$ cat src/rtl/psr_pkg.sv
// Package with register map, limits, timing and modes of the position scaling and ramp block.
package psr_pkg;

	// ************************************************************
	// Register offsets
	// ************************************************************
	localparam logic [11:0] OFS_SCALE_DEN   = 12'h060E;
	localparam logic [11:0] OFS_SCALE_NUM   = 12'h0610;
	localparam logic [11:0] OFS_SPEED_LIMIT = 12'h0612;
	localparam logic [11:0] OFS_RAMP_ACC    = 12'h0614;
	localparam logic [11:0] OFS_RAMP_DEC    = 12'h0616;
	localparam logic [11:0] OFS_STATUS      = 12'h0618;

	// ************************************************************
	// Reset values and accepted ranges
	// ************************************************************
	localparam logic [31:0] RST_SCALE_DEN   = 32'h0000_4000;
	localparam logic [31:0] RST_SCALE_NUM   = 32'h0000_0001;
	localparam logic [31:0] RST_SPEED_LIMIT = 32'h0000_3390;
	localparam logic [31:0] RST_RAMP_ACC    = 32'h0000_0258;
	localparam logic [31:0] RST_RAMP_DEC    = 32'h0000_02EE;
	localparam logic [31:0] MIN_SCALE       = 32'h0000_0001;
	localparam logic [31:0] MAX_SCALE       = 32'h7FFF_FFFF;
	localparam logic [31:0] MIN_SPEED_LIMIT = 32'h0000_003C;
	localparam logic [31:0] MAX_SPEED_LIMIT = 32'h0000_3390;
	localparam logic [31:0] MIN_RAMP_ACC    = 32'h0000_001E;
	localparam logic [31:0] MIN_RAMP_DEC    = 32'h0000_02EE;
	localparam logic [31:0] MAX_RAMP        = 32'h002D_C6C0;

	// ************************************************************
	// Status field positions
	// ************************************************************
	localparam int ST_BIT_BUSY    = 0;
	localparam int ST_BIT_REACHED = 1;
	localparam int ST_BIT_LIMITED = 2;
	localparam int ST_BIT_AMP     = 3;

	// ************************************************************
	// Resolution and timing
	// ************************************************************
	localparam int          RES_SHIFT      = 17;
	localparam logic [31:0] MRPM_PER_RPM   = 32'h0000_03E8;
	localparam int          CLK_PERIOD_NS  = 4;
	localparam int          CTRL_CYCLE_US  = 1000;
	localparam int          CTRL_CYCLE_CLK = (CTRL_CYCLE_US * 1000) / CLK_PERIOD_NS;
	localparam logic [31:0] RST_APPROACH   = 32'h0000_0010;

	// ************************************************************
	// Operating modes and sequencer states
	// ************************************************************
	typedef enum logic [2:0] {
		MODE_IDLE,
		MODE_PROF_POS,
		MODE_PROF_VEL,
		MODE_HOMING,
		MODE_JOG,
		MODE_OTHER
	} psr_mode_e;

	typedef enum logic [1:0] {
		SEQ_IDLE,
		SEQ_CONV,
		SEQ_MOVE
	} psr_seq_e;

endpackage : psr_pkg

$ cat src/rtl/psr_top.sv
// Position scaling, parameter registers and linear ramp profile generator.
// Summary of operation
// - Writing the denominator alone keeps scaling; numerator write adopts the new pair.
// - Numerator is signed 32-bit revolutions, 1 to 2147483647, reset 1.
// - Denominator is signed 32-bit user units, up to 2147483647, reset 16384.
// - Scaling writes are refused while the power amplifier is enabled.
// - User positions convert to internal units while the amplifier is enabled.
// - Internal resolution is 131072 counts per motor revolution.
// - Default 16384 units per revolution gives eight counts per user unit.
// - 4096 units per revolution gives 32 counts per user unit.
// - Conversion may saturate; reduced limits are flagged and applied.
// - Profile follows target position and speed according to the operating mode.
// - Ramps are linear and identical for both movement directions.
// - Acceleration is unsigned 32-bit, 30 to 3000000, reset 600.
// - Deceleration is unsigned 32-bit, 750 to 3000000, reset 750.
// - Speed limit is in 1/min, 60 to 13200, reset 13200.
// - Position, velocity, homing and jog modes clamp target speed to the limit.
`timescale 1ns/100ps
`default_nettype none
module psr_top #(
	parameter int unsigned CTRL_CYCLE_CLK = psr_pkg::CTRL_CYCLE_CLK,
	parameter logic [31:0] APPROACH_WINDOW = psr_pkg::RST_APPROACH
) (
	// Clock and reset
	input  wire logic        clk_in,
	input  wire logic        rst_n_in,
	// Fieldbus parameter access
	input  wire logic        par_wr_in,
	input  wire logic        par_rd_in,
	input  wire logic [11:0] par_addr_in,
	input  wire logic [31:0] par_wdata_in,
	output logic [31:0]      par_rdata_out,
	output logic             par_ack_out,
	output logic             par_err_out,
	// Drive state and command
	input  wire logic        amp_enable_in,
	input  wire logic [2:0]  mode_in,
	input  wire logic        start_in,
	input  wire logic [31:0] target_pos_in,
	input  wire logic [31:0] target_speed_in,
	input  wire logic [31:0] actual_pos_in,
	// Profile outputs
	output logic [31:0]      target_int_out,
	output logic             conv_done_out,
	output logic [31:0]      speed_set_out,
	output logic             reached_out,
	output logic             limited_out
);
	// ************************************************************
	// Helper functions
	// ************************************************************
	function automatic logic in_range(input logic [31:0] v, input logic [31:0] lo,
		input logic [31:0] hi);
		in_range = (v >= lo) && (v <= hi);
	endfunction : in_range

	function automatic logic [31:0] mag32(input logic [31:0] v);
		mag32 = v[31] ? (32'h0000_0000 - v) : v;
	endfunction : mag32

	// ************************************************************
	// Registers
	// ************************************************************
	logic [31:0]        den_reg;
	logic [31:0]        num_reg;
	logic [31:0]        act_num_reg;
	logic [31:0]        act_den_reg;
	logic [31:0]        speed_limit_reg;
	logic [31:0]        acc_reg;
	logic [31:0]        dec_reg;
	logic [31:0]        target_int_reg;
	logic               reached_reg;
	logic               limited_reg;
	logic [31:0]        tick_cnt_reg;
	logic               tick_reg;
	psr_pkg::psr_seq_e  seq_reg;
	logic [31:0]        goal_reg;

	logic        wr_ok;
	logic        wr_scale;
	logic        scaler_done;
	logic        scaler_limited;
	logic [31:0] scaler_result;
	logic [31:0] ramp_speed;
	logic [31:0] speed_mag;
	logic [31:0] clamped_rpm;
	logic [31:0] goal_next;
	logic [31:0] remaining;
	logic        clamp_mode;
	logic        near_target;
	psr_pkg::psr_mode_e mode;

	// ************************************************************
	// Parameter write decode
	// ************************************************************
	always_comb begin
		wr_scale = (par_addr_in == psr_pkg::OFS_SCALE_DEN) ||
			(par_addr_in == psr_pkg::OFS_SCALE_NUM);
		unique case (par_addr_in)
			psr_pkg::OFS_SCALE_DEN: begin
				wr_ok = !amp_enable_in &&
					in_range(par_wdata_in, psr_pkg::MIN_SCALE, psr_pkg::MAX_SCALE);
			end
			psr_pkg::OFS_SCALE_NUM: begin
				wr_ok = !amp_enable_in &&
					in_range(par_wdata_in, psr_pkg::MIN_SCALE, psr_pkg::MAX_SCALE);
			end
			psr_pkg::OFS_SPEED_LIMIT: begin
				wr_ok = in_range(par_wdata_in, psr_pkg::MIN_SPEED_LIMIT,
					psr_pkg::MAX_SPEED_LIMIT);
			end
			psr_pkg::OFS_RAMP_ACC: begin
				wr_ok = in_range(par_wdata_in, psr_pkg::MIN_RAMP_ACC, psr_pkg::MAX_RAMP);
			end
			psr_pkg::OFS_RAMP_DEC: begin
				wr_ok = in_range(par_wdata_in, psr_pkg::MIN_RAMP_DEC, psr_pkg::MAX_RAMP);
			end
			default: begin
				wr_ok = 1'b0;
			end
		endcase
	end

	always_ff @(posedge clk_in or negedge rst_n_in) begin
		if (!rst_n_in) begin
			den_reg         <= psr_pkg::RST_SCALE_DEN;
			num_reg         <= psr_pkg::RST_SCALE_NUM;
			speed_limit_reg <= psr_pkg::RST_SPEED_LIMIT;
			acc_reg         <= psr_pkg::RST_RAMP_ACC;
			dec_reg         <= psr_pkg::RST_RAMP_DEC;
		end else if (par_wr_in && wr_ok) begin
			unique case (par_addr_in)
				psr_pkg::OFS_SCALE_DEN:   den_reg         <= par_wdata_in;
				psr_pkg::OFS_SCALE_NUM:   num_reg         <= par_wdata_in;
				psr_pkg::OFS_SPEED_LIMIT: speed_limit_reg <= par_wdata_in;
				psr_pkg::OFS_RAMP_ACC:    acc_reg         <= par_wdata_in;
				psr_pkg::OFS_RAMP_DEC:    dec_reg         <= par_wdata_in;
				default: begin
				end
			endcase
		end
	end

	// ************************************************************
	// Active scaling pair
	// ************************************************************
	// A denominator write alone only stages a value, so a half-written ratio never steers motion.
	always_ff @(posedge clk_in or negedge rst_n_in) begin
		if (!rst_n_in) begin
			act_num_reg <= psr_pkg::RST_SCALE_NUM;
			act_den_reg <= psr_pkg::RST_SCALE_DEN;
		end else if (par_wr_in && wr_ok && par_addr_in == psr_pkg::OFS_SCALE_NUM) begin
			act_num_reg <= par_wdata_in;
			act_den_reg <= den_reg;
		end
	end

	// ************************************************************
	// Parameter answer
	// ************************************************************
	always_ff @(posedge clk_in or negedge rst_n_in) begin
		if (!rst_n_in) begin
			par_rdata_out <= '0;
			par_ack_out   <= 1'b0;
			par_err_out   <= 1'b0;
		end else begin
			par_ack_out <= par_wr_in || par_rd_in;
			par_err_out <= (par_wr_in && !wr_ok) || (par_rd_in &&
				!(wr_scale || par_addr_in == psr_pkg::OFS_SPEED_LIMIT ||
				par_addr_in == psr_pkg::OFS_RAMP_ACC || par_addr_in == psr_pkg::OFS_RAMP_DEC ||
				par_addr_in == psr_pkg::OFS_STATUS));
			if (par_rd_in) begin
				unique case (par_addr_in)
					psr_pkg::OFS_SCALE_DEN:   par_rdata_out <= den_reg;
					psr_pkg::OFS_SCALE_NUM:   par_rdata_out <= num_reg;
					psr_pkg::OFS_SPEED_LIMIT: par_rdata_out <= speed_limit_reg;
					psr_pkg::OFS_RAMP_ACC:    par_rdata_out <= acc_reg;
					psr_pkg::OFS_RAMP_DEC:    par_rdata_out <= dec_reg;
					psr_pkg::OFS_STATUS: begin
						par_rdata_out <= '0;
						par_rdata_out[psr_pkg::ST_BIT_BUSY]    <= seq_reg != psr_pkg::SEQ_IDLE;
						par_rdata_out[psr_pkg::ST_BIT_REACHED] <= reached_reg;
						par_rdata_out[psr_pkg::ST_BIT_LIMITED] <= limited_reg;
						par_rdata_out[psr_pkg::ST_BIT_AMP]     <= amp_enable_in;
					end
					default: par_rdata_out <= '0;
				endcase
			end
		end
	end

	// ************************************************************
	// Control cycle divider
	// ************************************************************
	always_ff @(posedge clk_in or negedge rst_n_in) begin
		if (!rst_n_in) begin
			tick_cnt_reg <= '0;
			tick_reg     <= 1'b0;
		end else if (tick_cnt_reg == 32'(CTRL_CYCLE_CLK - 1)) begin
			tick_cnt_reg <= '0;
			tick_reg     <= 1'b1;
		end else begin
			tick_cnt_reg <= tick_cnt_reg + 32'h0000_0001;
			tick_reg     <= 1'b0;
		end
	end

	// ************************************************************
	// Position conversion
	// ************************************************************
	psr_scaler u_scaler (
		.clk_in      (clk_in),
		.rst_n_in    (rst_n_in),
		.start_in    (start_in && amp_enable_in && (seq_reg == psr_pkg::SEQ_IDLE ||
			(seq_reg == psr_pkg::SEQ_MOVE && mode != psr_pkg::MODE_PROF_POS))),
		.user_in     (target_pos_in),
		.num_in      (act_num_reg),
		.den_in      (act_den_reg),
		.done_out    (scaler_done),
		.limited_out (scaler_limited),
		.result_out  (scaler_result)
	);

	// ************************************************************
	// Profile goal
	// ************************************************************
	always_comb begin
		mode        = psr_pkg::psr_mode_e'(mode_in);
		speed_mag   = mag32(target_speed_in);
		remaining   = target_int_reg - actual_pos_in;
		near_target = mag32(remaining) <= APPROACH_WINDOW;
		unique case (mode)
			psr_pkg::MODE_PROF_POS, psr_pkg::MODE_PROF_VEL,
			psr_pkg::MODE_HOMING, psr_pkg::MODE_JOG: clamp_mode = 1'b1;
			default:                                 clamp_mode = 1'b0;
		endcase
		clamped_rpm = (clamp_mode && speed_mag > speed_limit_reg) ? speed_limit_reg
			: speed_mag;
		goal_next   = 32'(clamped_rpm * psr_pkg::MRPM_PER_RPM);
		if (seq_reg != psr_pkg::SEQ_MOVE || !amp_enable_in) begin
			goal_next = '0;
		end else if (mode == psr_pkg::MODE_PROF_POS) begin
			if (near_target) begin
				goal_next = '0;
			end else if (remaining[31]) begin
				goal_next = 32'h0000_0000 - goal_next;
			end
		end else if (target_speed_in[31]) begin
			goal_next = 32'h0000_0000 - goal_next;
		end
	end

	always_ff @(posedge clk_in or negedge rst_n_in) begin
		if (!rst_n_in) begin
			goal_reg <= '0;
		end else begin
			goal_reg <= goal_next;
		end
	end

	// One ramp step in milli-rpm per millisecond equals the steepness in rpm per second.
	psr_ramp u_ramp (
		.clk_in      (clk_in),
		.rst_n_in    (rst_n_in),
		.tick_in     (tick_reg),
		.goal_in     (goal_reg),
		.acc_step_in (acc_reg),
		.dec_step_in (dec_reg),
		.speed_out   (ramp_speed)
	);

	// ************************************************************
	// Sequencer
	// ************************************************************
	always_ff @(posedge clk_in or negedge rst_n_in) begin
		if (!rst_n_in) begin
			seq_reg        <= psr_pkg::SEQ_IDLE;
			target_int_reg <= '0;
			reached_reg    <= 1'b0;
			limited_reg    <= 1'b0;
		end else begin
			unique case (seq_reg)
				psr_pkg::SEQ_IDLE: begin
					if (start_in && amp_enable_in) begin
						seq_reg     <= psr_pkg::SEQ_CONV;
						reached_reg <= 1'b0;
					end
				end
				psr_pkg::SEQ_CONV: begin
					if (scaler_done) begin
						target_int_reg <= scaler_result;
						limited_reg    <= scaler_limited;
						seq_reg        <= psr_pkg::SEQ_MOVE;
					end
				end
				psr_pkg::SEQ_MOVE: begin
					if (!amp_enable_in && ramp_speed == 32'h0000_0000) begin
						seq_reg <= psr_pkg::SEQ_IDLE;
					end else if (mode == psr_pkg::MODE_PROF_POS && near_target &&
						ramp_speed == 32'h0000_0000) begin
						reached_reg <= 1'b1;
						seq_reg     <= psr_pkg::SEQ_IDLE;
					end else if (mode != psr_pkg::MODE_PROF_POS && start_in && amp_enable_in) begin
						seq_reg <= psr_pkg::SEQ_CONV;
					end
				end
			endcase
		end
	end

	// ************************************************************
	// Output stage
	// ************************************************************
	always_ff @(posedge clk_in or negedge rst_n_in) begin
		if (!rst_n_in) begin
			target_int_out <= '0;
			conv_done_out  <= 1'b0;
			speed_set_out  <= '0;
			reached_out    <= 1'b0;
			limited_out    <= 1'b0;
		end else begin
			target_int_out <= target_int_reg;
			conv_done_out  <= scaler_done;
			speed_set_out  <= ramp_speed;
			reached_out    <= reached_reg;
			limited_out    <= limited_reg;
		end
	end
endmodule : psr_top
`default_nettype wire

$ cat src/rtl/psr_scaler.sv
// Sequential user-to-internal position converter with saturation.
`timescale 1ns/100ps
`default_nettype none
module psr_scaler (
	// Clock and reset
	input  wire logic        clk_in,
	input  wire logic        rst_n_in,
	// Request
	input  wire logic        start_in,
	input  wire logic [31:0] user_in,
	input  wire logic [31:0] num_in,
	input  wire logic [31:0] den_in,
	// Answer
	output logic             done_out,
	output logic             limited_out,
	output logic [31:0]      result_out
);
	localparam int DW = 80;

	logic [DW-1:0] dividend_reg;
	logic [31:0]   den_reg;
	logic [32:0]   rem_reg;
	logic [6:0]    count_reg;
	logic          neg_reg;
	logic          busy_reg;
	logic [32:0]   rem_shift;
	logic [62:0]   mag_prod;
	logic [31:0]   user_mag;

	always_comb begin
		user_mag  = user_in[31] ? (32'h0000_0000 - user_in) : user_in;
		mag_prod  = 63'(user_mag) * 63'(num_in[30:0]);
		rem_shift = {rem_reg[31:0], dividend_reg[DW-1]};
	end

	// ************************************************************
	// Restoring division of |user|*num*2^17 by den
	// ************************************************************
	always_ff @(posedge clk_in or negedge rst_n_in) begin
		if (!rst_n_in) begin
			dividend_reg <= '0;
			den_reg      <= '0;
			rem_reg      <= '0;
			count_reg    <= '0;
			neg_reg      <= 1'b0;
			busy_reg     <= 1'b0;
			done_out     <= 1'b0;
			limited_out  <= 1'b0;
			result_out   <= '0;
		end else begin
			done_out <= 1'b0;
			if (start_in && !busy_reg) begin
				dividend_reg <= {mag_prod, psr_pkg::RES_SHIFT'(0)};
				den_reg      <= den_in;
				rem_reg      <= '0;
				count_reg    <= 7'(DW);
				neg_reg      <= user_in[31];
				busy_reg     <= 1'b1;
			end else if (busy_reg && count_reg != 7'h00) begin
				count_reg <= count_reg - 7'h01;
				if (rem_shift >= {1'b0, den_reg}) begin
					rem_reg      <= rem_shift - {1'b0, den_reg};
					dividend_reg <= {dividend_reg[DW-2:0], 1'b1};
				end else begin
					rem_reg      <= rem_shift;
					dividend_reg <= {dividend_reg[DW-2:0], 1'b0};
				end
			end else if (busy_reg) begin
				busy_reg <= 1'b0;
				done_out <= 1'b1;
				if (dividend_reg[DW-1:31] != '0) begin
					limited_out <= 1'b1;
					result_out  <= neg_reg ? 32'h8000_0001 : psr_pkg::MAX_SCALE;
				end else begin
					limited_out <= 1'b0;
					result_out  <= neg_reg ? (32'h0000_0000 - dividend_reg[31:0])
						: dividend_reg[31:0];
				end
			end
		end
	end
endmodule : psr_scaler
`default_nettype wire

$ cat src/rtl/psr_ramp.sv
// Linear speed ramp that steps once per control cycle.
`timescale 1ns/100ps
`default_nettype none
module psr_ramp (
	// Clock and reset
	input  wire logic        clk_in,
	input  wire logic        rst_n_in,
	// Control
	input  wire logic        tick_in,
	input  wire logic [31:0] goal_in,
	input  wire logic [31:0] acc_step_in,
	input  wire logic [31:0] dec_step_in,
	// Setpoint
	output logic [31:0]      speed_out
);
	logic        accel;
	logic [31:0] step;
	logic [31:0] diff;
	logic [31:0] diff_mag;

	always_comb begin
		diff     = goal_in - speed_out;
		diff_mag = diff[31] ? (32'h0000_0000 - diff) : diff;
		// Speeding up away from zero uses the acceleration steepness in either direction.
		accel = (speed_out == 32'h0000_0000) ||
			((goal_in[31] == speed_out[31]) && (diff[31] == speed_out[31]));
		step  = accel ? acc_step_in : dec_step_in;
	end

	always_ff @(posedge clk_in or negedge rst_n_in) begin
		if (!rst_n_in) begin
			speed_out <= '0;
		end else if (tick_in) begin
			if (diff_mag <= step) begin
				speed_out <= goal_in;
			end else if (diff[31]) begin
				speed_out <= speed_out - step;
			end else begin
				speed_out <= speed_out + step;
			end
		end
	end
endmodule : psr_ramp
`default_nettype wire

$ cat config.mk
export PLATFORM = sky130hd
export DESIGN_NAME = psr_top
export DESIGN_NICKNAME = d
export VERILOG_FILES = /design/src/rtl/psr_pkg.sv /design/src/rtl/psr_top.sv /design/src/rtl/psr_scaler.sv /design/src/rtl/psr_ramp.sv
export SDC_FILE = /design/constraint.sdc
export NUM_CORES = 2
export LEC_CHECK = 0
export ABC_AREA = 1
export BUFFER_PORTS_ARGS = -buffer_cell sky130_fd_sc_hd__clkbuf_2
export CELL_PAD_IN_SITES_DETAIL_PLACEMENT = 0
export CELL_PAD_IN_SITES_GLOBAL_PLACEMENT = 2
export CORE_ASPECT_RATIO = 1.2
export CORE_MARGIN = 10
export CORE_UTILIZATION = 42
export CTS_CLUSTER_SIZE = 24
export DETAILED_ROUTE_END_ITERATION = 16
export GPL_ROUTABILITY_DRIVEN = 0
export GPL_TIMING_DRIVEN = 0
export PLACE_DENSITY = 0.95
export SLEW_MARGIN = 25
export SYNTH_ARGS = -nofsm -noshare
export SYNTH_HDL_FRONTEND = slang
export SYNTH_SLANG_ARGS = --single-unit
$ cat constraint.sdc
create_clock -name clk_in -period 22.6 [get_ports clk_in]
set_input_delay 4.52 -clock clk_in [delete_from_list [all_inputs] [get_ports clk_in]]
set_output_delay 4.52 -clock clk_in [all_outputs]
set_load 0.05 [all_outputs]
==> results by stage <==
STA:
- The routed design could run at a clock period as short as roughly 15 ns.
- The worst path uses around 65% of the clock period.
- Setup violations remaining at the end of the flow were counted as 0.
- The setup total negative slack is 0 ns.
- For the pin with the worst max-slew slack, the measured transition is 1.19 ns.
- The max-slew violation total from the final report is 0.
- The number of hold violations in the final report is 0.
- Setup repair after global routing left no endpoint under its margin.
- The setup clock skew after layout is roughly 0.094 ns.
- The maximum frequency from static timing analysis is just under 0.07 GHz.
- The worst slew margin relative to its limit is around a fifth.

Cells and area:
- The net total in the final layout is between 10000 and 15000.
- The register with the most flip-flops in the layout has 80 of them.
- The post-route netlist has 6.19% of its cells at a drive strength greater than 1.
- The area growth from synthesis to final layout is 8.69%.
- Once layout is complete, the utilization of the core stands at a little under half.
- The layout filler cell count is about 18000.
- After routing the design area is about 0.08 mm².

Floorplanning:
- In this run the vertical extent of the chip is slightly below 500 µm.
- The die area is a little under 0.2 mm².
- The floorplan core area is about 0.18 mm².
- The floorplan has 170 rows.
- Once the floorplan was initialized, standard cells occupied a little over two fifths of the core.
- The die extent in x is around 410 µm.
- The I/O pin count is 250.

Synth:
- The main flop type after synthesis is sky130_fd_sc_hd__dfrtp_1.
- The multiplexer area fraction after synthesis is less than 1%.
- A synthesized cell averages 7.67 µm².
- The synthesized design contains roughly 600 register bits.
- The mapped cell area is approximately 0.075 mm².
- After Yosys synthesis, and, or, nand and nor cells account for between 20% and 30% of the synthesized area.
- The proportion of register bits with asynchronous set or reset after synthesis is 100%.
- The main combinational cell family by area after synthesis is adder cells.
- The number of warnings reported in the yosys synthesis log is 0.
- Summing the areas of all compound-gate instances in the mapped netlist gives 10.4% of the synthesized area.
- The post-synthesis share of cell area spent on xor and xnor gates is just over 3%.
- In this run, synthesis inferred 0 flip-flops with an integrated enable.
- After synthesis, the cell types taking the most area are sky130_fd_sc_hd__fa_1 25%, sky130_fd_sc_hd__dfrtp_1 20%, sky130_fd_sc_hd__nand2_1 12%.
- The top cell type by area accounts for 25.2% of the synthesized area.
- The cell count after synthesis is ~9800.
- The adder-cell share of the synthesized area is 33.4%.
- The synthesized design spends more area on one cell type than any other, namely sky130_fd_sc_hd__fa_1.
- The number of nets produced by synthesis is about 11000.
- Counting distinct cell types in the post-synthesis netlist gives between 70 and 80.
- The sequential share of the synthesized area is between 20% and 30%.

Power:
- Power spread over the standard cell area amounts to about 140 mW/mm².
- The power consumption is 0.0114 W.
- VDD sags by at most between 0.4 and 0.5 mV.
- The static leakage is 43.6 nW.

Global routing:
- The global routing stage identified its most utilized layer as met2.
- The met1 usage in global routing is 32.1%.
- The routing usage on met2 is between 40% and 50%.
- The number of antenna violations at the first check in global routing is 12.
- The pin count of the biggest net entering global routing is approximately 90.
- The wire length of the first global-routing pass is ~420000 µm.
- The met3 usage in global routing is under 10%.
- The number of global-route vias before repair came to just under 70000.
- After global routing the overflow that remains totals 0.
- Global routing used between 20 and 30% of the available tracks across all layers.

Routing:
- The count of nets left with antenna violations once routing finished came out at 0.
- The first detailed-routing pass took 8 iterations.
- The first routing iteration left between 4000 and 5000 violations.
- The average wire length per cell after detail routing is about 22 µm.
- The total detailed-routing wirelength is ~280000 µm.
- Dividing the detail-routed via count by the number of cells gives between 5 and 6.
- After detailed routing, the number of remaining DRC violations is 0.
- The routed layout has roughly 67000 vias.

Worst setup path:
- The top cell family by delay on the critical path is adder cells.
- Among all stages on the critical path, the largest delay is contributed by sky130_fd_sc_hd__xor2_2.
- The cell occurring most often along the worst timing path is sky130_fd_sc_hd__inv_1.
- The type of the worst setup path is in2reg.
- In this run the worst path has a maximum fanout of 10.
- The largest stage delay on the critical path is approximately 0.75 ns.
- The arrival time of the worst setup path is about 15 ns.
- The critical path startpoint category is an input port.
- The type of element capturing the critical path is a flip-flop.
- For the worst setup path, the data required time is between 20 and 25 ns.
- The buffer and inverter count on the worst path is 13.

Place:
- The count of buffers added on input and output ports is about 250.
- Detailed placement finished with a half-perimeter wire length of ~240000 µm.
- The placed instances occupy a cell area of about 0.08 mm².

Job:
- The tool flagged a number of max-cap violations equal to 0.

CTS:
- Once the clock tree was built, the setup fixing pass inserted 0 buffers.
- TritonCTS built the clock tree.
- The number of clock sinks is 610.
- The H-tree generated during clock tree synthesis spans 2 levels.
- The longest clock path from root to sink contains 3 buffers.
- Clock latency on the worst-skew pair, taken at its later pin, is between 0.7 and 0.8 ns.
- The hold buffer count at cts is 0.
- The number of gates resized after CTS was 0.
- The cell sitting at the root of the clock tree is a sky130_fd_sc_hd__clkbuf_16.
- The number of buffers created by CTS is 60.
- After clock tree synthesis, the clock-pin slew on the worst setup and hold paths is around 0.07 ns.

Outcome:
- The flow ran to the end, and the final reports show no timing, DRC or antenna violations.

Hold path:
- The class of the most critical hold timing path is reg2reg.
[synthesized netlist by cell type, types with 13 or more instances]
master and n:
sky130_fd_sc_hd__nand4_1 101, sky130_fd_sc_hd__nand2_2 23, sky130_fd_sc_hd__inv_2 33, sky130_fd_sc_hd__o22ai_1 52, sky130_fd_sc_hd__nand3b_1 21, sky130_fd_sc_hd__nor3_1 118
sky130_fd_sc_hd__fa_1 949, sky130_fd_sc_hd__clkbuf_1 277, sky130_fd_sc_hd__a31oi_1 32, sky130_fd_sc_hd__nor2_1 627, sky130_fd_sc_hd__ha_1 497, sky130_fd_sc_hd__dfstp_2 20
sky130_fd_sc_hd__nand2_1 2401, sky130_fd_sc_hd__dfrtp_1 590, sky130_fd_sc_hd__a21oi_1 403, sky130_fd_sc_hd__xnor2_1 100, sky130_fd_sc_hd__a22oi_1 26, sky130_fd_sc_hd__xor2_1 166
sky130_fd_sc_hd__buf_2 41, sky130_fd_sc_hd__a21o_1 16, sky130_fd_sc_hd__o21a_1 17, sky130_fd_sc_hd__o31ai_1 13, sky130_fd_sc_hd__nor4_1 57, sky130_fd_sc_hd__o21bai_1 18
sky130_fd_sc_hd__or2_2 38, sky130_fd_sc_hd__inv_1 2035, sky130_fd_sc_hd__nor2_2 21, sky130_fd_sc_hd__o21ai_1 35, sky130_fd_sc_hd__o21ai_0 524, sky130_fd_sc_hd__o21ai_2 20
sky130_fd_sc_hd__o221ai_1 87, sky130_fd_sc_hd__nand3_1 280, sky130_fd_sc_hd__o211ai_1 44, sky130_fd_sc_hd__buf_1 17
[cell usage in the layout (no fill, tap or decap), drive strengths merged, types with 79 or more instances in the layout]
| cell type | count |
|---|---|
| o21ai | 579 |
| dfrtp | 590 |
| ha | 497 |
| fa | 949 |
| o221ai | 87 |
| inv | 2074 |
| buf | 79 |
| xor2 | 167 |
| nand4 | 102 |
| nand2 | 2425 |
| a21oi | 410 |
| clkbuf | 609 |
| nor2 | 652 |
| xnor2 | 100 |
| nor3 | 122 |
| nand3 | 290 |
[per-layer routing]
layer  wire, µm  share of wire, %  vias to the layer above
li1           -                 -                    31100
met3      15900               5.8                      631
met4      21400               7.8                       14
met2     135000                49                     2255
met5         79             0.029                        -
met1     103000                37                    33000
[path summary, 6_finish.rpt]
kind	cells past startpoint	slack (ns)	to	from
min	1	0.46	tick_cnt_reg[0]	tick_cnt_reg[0]
min reg2reg	1	0.46	tick_cnt_reg[0]	tick_cnt_reg[0]
min in group asynchronous	1	3.72	acc_reg[15]	rst_n_in
max	42	7.90	u_scaler.dividend_reg[77]	target_pos_in[0]
max reg2reg	32	13.22	u_scaler.dividend_reg[79]	num_reg[15]
max in group asynchronous	4	17.17	speed_set_out[10]	rst_n_in
[area by class of cell]
cell class / instances / area (µm²) / share of cell area, %
diodes: 11 / 27.5 / 0.0336
plain buffers: 350 / 1450 / 1.77
clock buffers: 82 / 1710 / 2.09
clock inverters: 32 / 407 / 0.496
inverters: 2077 / 7800 / 9.51
multi-input cells: 6805 / 50900 / 62.1
flip-flops and latches: 610 / 15300 / 18.6
well taps: 2322 / 2910 / 3.54
repair buffers: 256 / 1470 / 1.80
[where the power goes]
part | total (W) | internal, W | switching (W)
sequential | 0.00151 | 0.00131 | 0.000196
combinational | 0.00877 | 0.00279 | 0.00598
clock | 0.00108 | 0.000588 | 0.000495
total | 0.0114 | 0.00469 | 0.00667
[cells by family after synthesis]
kind of cell / after synthesis
simple gates: 3733
buf+inv: 2427
fa+ha+maj: 1446
compound gates: 1353
flops: 610
xor+xnor: 267
mux: 6
[through the flow]
step	instances	setup WS (ns)	hold WS, ns
CTS	12500	7.98	0.468
finish	12500	7.90	0.462
detailed placement	12400	7.23	0.451
global route	12500	7.34	0.484
floorplan	9842	9.84	0.368
global placement	12400	2.73	0.447
Note: power is estimated with default switching activity, not from simulation.
